===== src/include/eps_defines.vh =====
// Constants for the energy pulse shaper: register map, resets, timing.
// Assumes a 16-bit byte address on the plain register port.
`ifndef EPS_DEFINES_VH
`define EPS_DEFINES_VH

`define EPS_ADDR_W          16
`define EPS_REG_WIDTH_LIMIT 16'h210A
`define EPS_REG_SPACING     16'h210B
`define EPS_REG_POLARITY    16'h210C
`define EPS_REG_STATUS      16'h210D

`define EPS_RST_WIDTH_LIMIT 8'hFF
`define EPS_RST_SPACING     8'h00
`define EPS_RST_POLARITY    8'h00

`define EPS_POL_INV_BIT     0
`define EPS_WIDTH_NO_LIMIT  8'hFF

// Filter clock rate derived from the 200 MHz reference
`define EPS_FIR_DIV         8'h28
`define EPS_SPACING_SHIFT   2
`define EPS_QUEUE_DEPTH     4'h8
`define EPS_NUM_CH          4

`endif


===== src/core/eps_pulse_queue.v =====
// Pending-request counter for one pulse channel.
// Assumes push and pop are single-cycle strobes on the same clock.
module eps_pulse_queue (
   input  wire i_ref_clk,
   input  wire i_rst,
   input  wire i_flush,
   input  wire i_push,
   input  wire i_pop,
   output wire o_empty,
   output wire o_full
);
`include "eps_defines.vh"

   reg  [3:0] count_q;
   reg  [3:0] count_d;
   wire       do_push;
   wire       do_pop;

   // Requests arriving while full are dropped; depth covers a mux frame
   assign do_push = i_push & ~o_full;
   assign do_pop  = i_pop & ~o_empty;
   assign o_empty = (count_q == 4'h0);
   assign o_full  = (count_q == `EPS_QUEUE_DEPTH);

   always @* begin
      count_d = count_q;
      if (i_flush) begin
         count_d = 4'h0;
      end else if (do_push && !do_pop) begin
         count_d = count_q + 4'h1;
      end else if (do_pop && !do_push) begin
         count_d = count_q - 4'h1;
      end
   end

   always @(posedge i_ref_clk or posedge i_rst) begin
      if (i_rst) begin
         count_q <= 4'h0;
      end else begin
         count_q <= count_d;
      end
   end

endmodule // eps_pulse_queue


===== src/core/eps_shaper.v =====
// Energy pulse shaper: queues, spaces, width-limits and polarises four
// metering pulse outputs.
// Assumes compute-engine requests are one-cycle pulses on i_ref_clk and
// the register port follows the single-cycle strobe protocol.
//
// Contract
// Active pulse capped at (2*width+1)*spacing filter-clock cycles.
// Spacing zero or width 255: no limiting, pulses have 50% duty.
// Consecutive output pulses start spacing*4 filter-clock cycles apart.
// Spacing zero bypasses the queue; requests drive the output at once.
// All four outputs active low; invert bit set makes them active high.
// Non-zero spacing queues requests, releasing each after spacing elapses; requests arriving while 8 are queued are dropped.
//
// Added by the designer: the strobed register port.
module eps_shaper (
   input  wire        i_ref_clk,
   input  wire        i_rst,
   input  wire [15:0] i_addr,
   input  wire [7:0]  i_wdata,
   input  wire        i_wr,
   input  wire        i_rd,
   output wire [7:0]  o_rdata,
   input  wire        i_real_energy_req,
   input  wire        i_reactive_energy_req,
   input  wire        i_aux_x_req,
   input  wire        i_aux_y_req,
   output wire        o_real_energy_pulse,
   output wire        o_reactive_energy_pulse,
   output wire        o_aux_pulse_x,
   output wire        o_aux_pulse_y
);
`include "eps_defines.vh"

   reg  [7:0]  width_limit_q;
   reg  [7:0]  spacing_q;
   reg  [7:0]  polarity_q;
   reg  [7:0]  rdata_q;
   reg  [7:0]  rdata_d;
   reg  [7:0]  fir_div_q;
   reg         fir_en_q;
   reg  [3:0]  out_q;
   wire [3:0]  req;
   wire [3:0]  act;
   wire [3:0]  q_empty;
   wire        bypass;
   wire        limited;
   wire        invert;
   wire [16:0] cap_len;
   wire [16:0] act_len;
   wire [9:0]  gap_len;

   // Active length in filter-clock cycles: (2*w+1)*t
   function [16:0] eps_cap;
      input [7:0] w;
      input [7:0] t;
      begin
         eps_cap = {8'h00, w, 1'b1} * {9'h000, t};
      end
   endfunction

   assign req     = {i_aux_y_req, i_aux_x_req,
                     i_reactive_energy_req, i_real_energy_req};
   assign bypass  = (spacing_q == 8'h00);
   assign limited = !bypass &&
                    (width_limit_q != `EPS_WIDTH_NO_LIMIT);
   assign invert  = polarity_q[`EPS_POL_INV_BIT];
   assign cap_len = eps_cap(width_limit_q, spacing_q);
   assign gap_len = {spacing_q, 2'b00};
   // Unlimited mode: active for half the spacing period
   assign act_len = limited ? cap_len : {8'h00, spacing_q, 1'b0};

   // Filter-clock enable divider
   always @(posedge i_ref_clk or posedge i_rst) begin
      if (i_rst) begin
         fir_div_q <= 8'h00;
         fir_en_q  <= 1'b0;
      end else if (fir_div_q == `EPS_FIR_DIV - 8'h01) begin
         fir_div_q <= 8'h00;
         fir_en_q  <= 1'b1;
      end else begin
         fir_div_q <= fir_div_q + 8'h01;
         fir_en_q  <= 1'b0;
      end
   end

   // Register writes
   always @(posedge i_ref_clk or posedge i_rst) begin
      if (i_rst) begin
         width_limit_q <= `EPS_RST_WIDTH_LIMIT;
         spacing_q     <= `EPS_RST_SPACING;
         polarity_q    <= `EPS_RST_POLARITY;
      end else if (i_wr) begin
         case (i_addr)
            `EPS_REG_WIDTH_LIMIT: begin
               width_limit_q <= i_wdata;
            end
            `EPS_REG_SPACING: begin
               spacing_q <= i_wdata;
            end
            `EPS_REG_POLARITY: begin
               polarity_q <= {7'h00, i_wdata[`EPS_POL_INV_BIT]};
            end
            default: begin
               width_limit_q <= width_limit_q;
            end
         endcase
      end
   end

   // Register reads; unmapped addresses return zero
   always @* begin
      rdata_d = 8'h00;
      if (i_rd) begin
         case (i_addr)
            `EPS_REG_WIDTH_LIMIT: rdata_d = width_limit_q;
            `EPS_REG_SPACING:     rdata_d = spacing_q;
            `EPS_REG_POLARITY:    rdata_d = polarity_q;
            `EPS_REG_STATUS:      rdata_d = {act, ~q_empty};
            default:              rdata_d = 8'h00;
         endcase
      end
   end

   always @(posedge i_ref_clk or posedge i_rst) begin
      if (i_rst) begin
         rdata_q <= 8'h00;
      end else begin
         rdata_q <= rdata_d;
      end
   end

   assign o_rdata = rdata_q;

   genvar ch;
   generate
      for (ch = 0; ch < `EPS_NUM_CH; ch = ch + 1) begin : g_ch
         reg  [16:0] wid_q;
         reg  [9:0]  gap_q;
         reg         act_q;
         wire        pop;

         // Release only after spacing has run out and the pulse ended
         assign pop = !bypass && !q_empty[ch] &&
                      (gap_q == 10'h000) && !act_q;

         eps_pulse_queue u_queue (
            .i_ref_clk (i_ref_clk),
            .i_rst     (i_rst),
            .i_flush   (bypass),
            .i_push    (req[ch] & ~bypass),
            .i_pop     (pop),
            .o_empty   (q_empty[ch]),
            .o_full    ()
         );

         always @(posedge i_ref_clk or posedge i_rst) begin
            if (i_rst) begin
               act_q <= 1'b0;
               wid_q <= 17'h0_0000;
               gap_q <= 10'h000;
            end else if (bypass) begin
               // Each request flips the level: regular requests give 50%
               if (req[ch]) begin
                  act_q <= ~act_q;
               end
               wid_q <= 17'h0_0000;
               gap_q <= 10'h000;
            end else if (pop) begin
               act_q <= 1'b1;
               wid_q <= act_len;
               gap_q <= gap_len;
            end else if (fir_en_q) begin
               if (wid_q <= 17'h0_0001) begin
                  act_q <= 1'b0;
               end
               if (wid_q != 17'h0_0000) begin
                  wid_q <= wid_q - 17'h0_0001;
               end
               if (gap_q != 10'h000) begin
                  gap_q <= gap_q - 10'h001;
               end
            end
         end

         assign act[ch] = act_q;
      end
   endgenerate

   // Output polarity, registered
   always @(posedge i_ref_clk or posedge i_rst) begin
      if (i_rst) begin
         out_q <= 4'hF;
      end else begin
         out_q <= invert ? act : ~act;
      end
   end

   assign o_real_energy_pulse     = out_q[0];
   assign o_reactive_energy_pulse = out_q[1];
   assign o_aux_pulse_x           = out_q[2];
   assign o_aux_pulse_y           = out_q[3];

endmodule // eps_shaper


===== config.mk =====
export PLATFORM = sky130hd
export DESIGN_NAME = eps_shaper
export DESIGN_NICKNAME = d
export VERILOG_FILES = /design/src/core/eps_pulse_queue.v /design/src/core/eps_shaper.v
export VERILOG_INCLUDE_DIRS = /design/src /design/src/include
export SDC_FILE = /design/constraint.sdc
export NUM_CORES = 1
export LEC_CHECK = 0
export BUFFER_PORTS_ARGS = -buffer_cell sky130_fd_sc_hd__buf_2
export CORE_ASPECT_RATIO = 2
export CORE_UTILIZATION = 45
export CTS_CLUSTER_DIAMETER = 30
export CTS_CLUSTER_SIZE = 25
export DETAILED_ROUTE_END_ITERATION = 7
export PLACE_DENSITY = 0.71
export SLEW_MARGIN = 10
export SYNTH_ARGS = -nofsm -noshare
export SYNTH_HDL_FRONTEND = slang
export SYNTH_SLANG_ARGS = --single-unit

===== constraint.sdc =====
create_clock -name i_ref_clk -period 6.5 [get_ports i_ref_clk]
set_clock_uncertainty 0.1 [all_clocks]
set_input_delay 1.3 -clock i_ref_clk [delete_from_list [all_inputs] [get_ports i_ref_clk]]
set_output_delay 1.3 -clock i_ref_clk [all_outputs]
set_load 0.05 [all_outputs]

Yosys cells after proc, flatten, opt, wreduce, memory -nomap -nowiden
Index checks and enable logic that the tools add are counted.
W data, S select, Z words.
{ "word_totals": {"output_inout_bits": 12, "inputBits": 32, "ff_bits": 166, "wordCells": 246} }
{ "op_classes": {"n_bitwise": 27, "mul": 1, "eq_ne": 14, "n_addsub": 17, "n_lt_le_gt_ge": 4, "muxes": 70, "reduce_logical": 90} }
{ "ops": {"columns": ["op", "count"], "rows": [
  ["$mux W17", 17],
  ["$mux W10", 16],
  ["$le A17 B1 Y1 const B", 4],
  ["$reduce_bool A17 Y1", 4],
  ["$sub A17 B1 Y17 const B", 4],
  ["$eq A16 B14 Y1 const B", 4],
  ["$reduce_bool A3 Y1", 20],
  ["$mux W4", 13],
  ["$logic_not A10 Y1", 4],
  ["$reduce_bool A10 Y1", 4],
  ["$sub A10 B1 Y10 const B", 4],
  ["$pmux W8 S4", 1],
  ["$reduce_and A2 Y1", 11],
  ["$logic_and A1 B1 Y1", 21],
  ["$mux W1", 21],
  ["$logic_not A1 Y1", 17],
  ["$mul A9 B8 Y17", 1],
  ["$add A4 B1 Y4 const B", 4],
  ["$eq A4 B4 Y1 const B", 4],
  ["$logic_not A4 Y1", 4],
  ["$mux W8", 2],
  ["$sub A4 B1 Y4 const B", 4],
  ["$not A1 Y1", 13],
  ["$and A1 B1 Y1", 12],
  ["other kinds (7)", 14]
]} }

Longest topological paths before layout
{ "depth": {"word_depth": 10, "depth_mapped": 17, "mapped_depth_nobuf": 16} }

Hierarchy
A second synthesis with hierarchy kept.
{ "unflattened": {"cells_unflattened": 1363, "hier_area_um2": 12498.2} }
{ "modules_own_cells": {"columns": ["module", "cells_each", "seq_area_each_um2", "area_each_um2", "instances"], "rows": [
  ["eps_shaper", 1211, 3768.6, 11051.8, 1],
  ["eps_pulse_queue", 38, 100.1, 361.6, 4]
]} }

Least setup slack after synthesis
OpenSTA, ideal clock, no wires.
{ "synth_path": {"kind": "flip-flop to flip-flop", "from": "register spacing_q[7]", "to": "register g_ch[3].wid_q[13]", "stages_incl_launch_ff": 17, "synth_period_minus_slack_ns": 4.716, "arrival_time_ns": 4.474, "path_buffers": 2, "path_slack_ns": 1.784, "required_ns": 6.258, "setup_time_ns": 0.142, "cell_sequence": "dfrtp_1 clkbuf_1 clkbuf_1 and2_1 fa_1 fa_1 fa_1 inv_1 fa_1 inv_1 ha_1 a211o_1 a21oi_1 a21bo_2 a21oi_1 mux2i_1 a211oi_1"} }
{ "synth_between": {"elab_chain_cells": 7, "elab_cells_between_ends": 13, "cone_classes": "1 x mul; 3 x mux; 9 x reduce/logical"} }
{ "synth_lines": {"columns": ["element", "line_no", "source"], "rows": [
  ["from (decl)", "eps_shaper.v:35", "reg [7:0] spacing_q;"],
  ["from (signal assigned)", "eps_shaper.v:90", "spacing_q <= `EPS_RST_SPACING;"],
  ["from (signal assigned)", "eps_shaper.v:98", "spacing_q <= i_wdata;"],
  ["branches (longest 7 deep; another with $mul A9 B8 Y17)", null, null],
  ["to (signal assigned)", "eps_shaper.v:170", "wid_q <= act_len;"],
  ["to (signal assigned)", "eps_shaper.v:177", "wid_q <= wid_q - 17'h0_0001;"],
  ["to (decl)", "eps_shaper.v:137", "reg [16:0] wid_q;"]
]} }
Several ways; the timed one is not identified.
A chain may end at the register's enable or synchronous reset.

Final worst setup path
Ends and elaborated chain as after synthesis.

==> results by group <==
Outcome
  – Run status: completed

Detailed routing
  – Iteration-0 DRC count of the detailed router: 681
  – Average detailed-routed wire length per instance: 20.3 um
  – Average vias per placed instance: 6.08
  – Number of nets still failing antenna checks after routing: 0
  – Number of design rule violations left after detail routing: 0
  – DRT Wirelength: 33.8 mm
  – Total vias in the final route: 10,100
  – Length of the first detailed-routing pass in iterations: 6

Timing
  – Setup repair after global routing missed its margin: false
  – Relative slew slack: 18.8%
  – Fin crit period: 5.24 ns
  – Number of failing hold endpoints at the final stage: 0
  – Transition time of the tightest slew-check pin: 1.21 ns
  – Fin. max-slew vios: 0
  – Sum Neg Setup Slack: 0 ns
  – Final Cycle Share: 80.6%
  – Max frequency: 191 MHz
  – Final count of negative-setup-slack endpoints: 0

Finish
  – Count of fill cells added during filler insertion: 2,494
  – Signed area change from the synthesized netlist to the final layout: 9.28%
  – Number of nets in the final layout: 1,444
  – Share of cells above drive strength 1: 11.4%
  – Count of antenna diodes in the layout: 0

Critical path
  – Highest-delay cell along the critical path: dfrtp_1
  – Largest delay share family, worst path: adder cells
  – Cell mode on critical path: fa_1
  – Max stage delay on crit path: 0.88 ns
  – Required time worst endpoint: 6.71 ns
  – Nature of the critical path endpoint: register
  – Worst path bufs/invs: 2
  – Cell-by-cell listing of the critical path: and2_1 -> fa_1 -> fa_1 -> fa_1 -> inv_1 -> fa_1 -> inv_1 -> ha_1 -> a211o_1 -> a21oi_1 -> a21bo_2 -> a21oi_1 -> mux2i_1 -> a211oi_1
  – Class of the most critical setup path: register to register
  – Crit path launch type: register
  – Signal arrival time at the worst endpoint: 5.45 ns
  – Highest net fanout along the worst path: 19

Floorplan
  – Effective utilization at floorplan: 45.9%
  – Area of the core: 26,300 sq um
  – IO Pins: 44
  – Die width: 118 um
  – Y dimension of the die: 233 um
  – Die Footprint: 27,500 sq um
  – Core Rows: 84

Clocking
  – Clock latency on the worst-skew pair: 0.46 ns
  – Clock transition time at the flip-flop clock pins of the worst setup and hold paths: 0.07 ns
  – Clk sinks: 166
  – Root Driver: clkbuf_16
  – CTS tree: done
  – Num CTS Buffers: 17
  – Total of cells resized after clock tree synthesis: 0
  – Number of hold buffers added after cts: 0
  – Post-CTS setup buffers: 0
  – H-tree level count: 4
  – CTS max path bufs: 2

Synth
  – Register bit count reported by yosys: 166
  – Syn avg cell area: 9.27 sq um
  – Main combinational cell family by area after synthesis: simple AND/OR/NAND/NOR gates
  – Area share of the largest cell type after synthesis: 32.0%
  – Post-synthesis simple-gate area fraction: 20.2%
  – Largest cells by area after synthesis: dfrtp_1 (32%), fa_1 (7.6%), ha_1 (6.0%)
  – Portion of netlist area occupied by mux cells: 3.21%
  – Post-Syn Instances: 1,300
  – Top FF cell, synth: dfrtp_1
  – Compound-Gate Fraction of Synth Area: 16.1%
  – Cell types with the highest counts after synthesis: dfrtp_1 (154), nor2_1 (123), nand2_1 (90)
  – Net count after synthesis: 1,436
  – Post-Synth XOR/XNOR Area: 7.33%
  – Syn Std Cell Area: 12,100 sq um
  – Async S/R FF share, synth: 100%
  – Seq/Total Area, Yosys: 34.6%
  – Leading area contributor after synthesis: dfrtp_1
  – Synth warnings: 0
  – Count of flip-flops with a built-in enable after synthesis: 0
  – Arithmetic-cell share of the synthesized area counting full adders, half adders and majority gates: 13.7%
  – Unique masters post-synth: 80
  – Library cell with the highest instance count after synthesis: dfrtp_1

Power and ir drop
  – Power density normalized to cell area: 171 nW/um^2
  – Design Power: 2.25 mW
  – Static power due to leakage: 5.99 nW
  – Worst-case vdd ir drop: 0.220 mV
  – Proportion of total power due to net switching: 22.4%
  – Internal power: 1.74 mW
  – NetSw: 0.503 mW
  – Relative contribution of sequential cells to total power: 47.1%
  – Relative contribution of combinational cells to total power: 3.5%
  – Clock network fraction of design power: 49.4%

GRT
  – Total track usage: 25.7%
  – Number of global-route vias before repair: 10,400
  – Global-route congestion overflow total: 0
  – Antenna violations before repair: 0
  – Global-route wire length before repair: 54.6 mm
  – Pin count of the biggest net entering global routing: 67

Hold path
  – Hold Path Class: register to register

Place
  – Port-buffer cells: 43
  – Detailed placement HPWL: 25.0 mm
  – Routability cong.: 0.949

Flow run
  – Maxcap violations: 0
## cells by family (layout without fill, tap and decap cells)
family	Yosys count	count (layout)
buf+inv	153	174
fa+ha+maj	104	104
compound gates	275	275
simple gates	466	466
flops	166	166
xor+xnor	100	100
mux	36	36
## sequential cells by signal (all words and copies together) (netlist names)
name and cells:
fir_div_q 8, fir_en_q 1, g_ch.act_q 4, g_ch.gap_q 40
g_ch.u_queue.count_q 16, g_ch.wid_q 68, o_rdata 8, out_q 4
polarity_q 1, spacing_q 8, width_limit_q 8
## layout make-up
class / count / area (sq um) / area share (%)
Clock inverter: 10 / 166 / 1.26
Multi-Input combinational cell: 981 / 7300 / 55.4
Clock buffer: 22 / 474 / 3.60
Timing Repair Buffer: 54 / 298 / 2.26
Inverter: 88 / 335 / 2.55
Tap cell: 344 / 430 / 3.27
Sequential cell: 166 / 4170 / 31.7
## metrics by stage
stage | util [%] | hold slack, ns | cells | instance area [sq um] | worst slack [ns]
floorplan | - | 0.333 | 1300 | 12100 | 0.630
global placement | 47.7 | 0.359 | 1633 | 12500 | 1.41
detailed placement | 47.7 | 0.358 | 1633 | 12500 | 1.30
CTS | 50.1 | 0.367 | 1665 | 13200 | 1.30
global route | 50.1 | 0.386 | 1665 | 13200 | 1.12
finish | 50.1 | 0.364 | 1665 | 13200 | 1.26
## path summary, 6_finish.rpt
check | end | depth (start not counted) | startpoint | slack, ns
setup reg to reg | g_ch[3].wid_q[13]$_DFFE_PP0P_ | 14 | spacing_q[7]$_DFFE_PP0P_ | 1.26
max in group asynchronous | g_ch[2].wid_q[11]$_DFFE_PP0P_ | 3 | i_rst | 4.34
setup / recovery | g_ch[3].wid_q[13]$_DFFE_PP0P_ | 14 | spacing_q[7]$_DFFE_PP0P_ | 1.26
min in group asynchronous | g_ch[0].u_queue.count_q[1]$_DFFE_PP0P_ | 2 | i_rst | 0.84
hold / removal | fir_div_q[0]$_DFF_PP0_ | 1 | fir_div_q[0]$_DFF_PP0_ | 0.36
hold reg to reg | fir_div_q[0]$_DFF_PP0_ | 1 | fir_div_q[0]$_DFF_PP0_ | 0.36
## per-layer routing
layer | global-route usage (%) | share of wire, %
met5 | 0 | 0
met4 | 22.8 | 9.0
met3 | 4.30 | 4.7
met2 | 46.6 | 52
met1 | 25.0 | 34
## power groups by stage
stage          registers [mW]  logic (mW)  clock network (mW)
6_report                 1.06      0.0778                1.11
5_1_grt                  1.06      0.0863                1.16
4_1_cts                  1.06      0.0797                1.13
3_5_place_dp             1.08      0.0794                   0
3_3_place_gp             1.08      0.0785                   0
2_1_floorplan            1.08      0.0402                   0
## layout by cell type (no fill, tap or decap), types with 36 or more instances in the layout
cell type and count:
dfrtp_1 154, nor2_1 123, nand2_1 90, inv_1 86, xnor2_1 65, and2_1 59, ha_1 58, a211oi_1 54
a21oi_1 50, fa_1 46, o21ai_0 45, buf_2 43, nor3_1 36
Power figures use the tool's default switching activity.
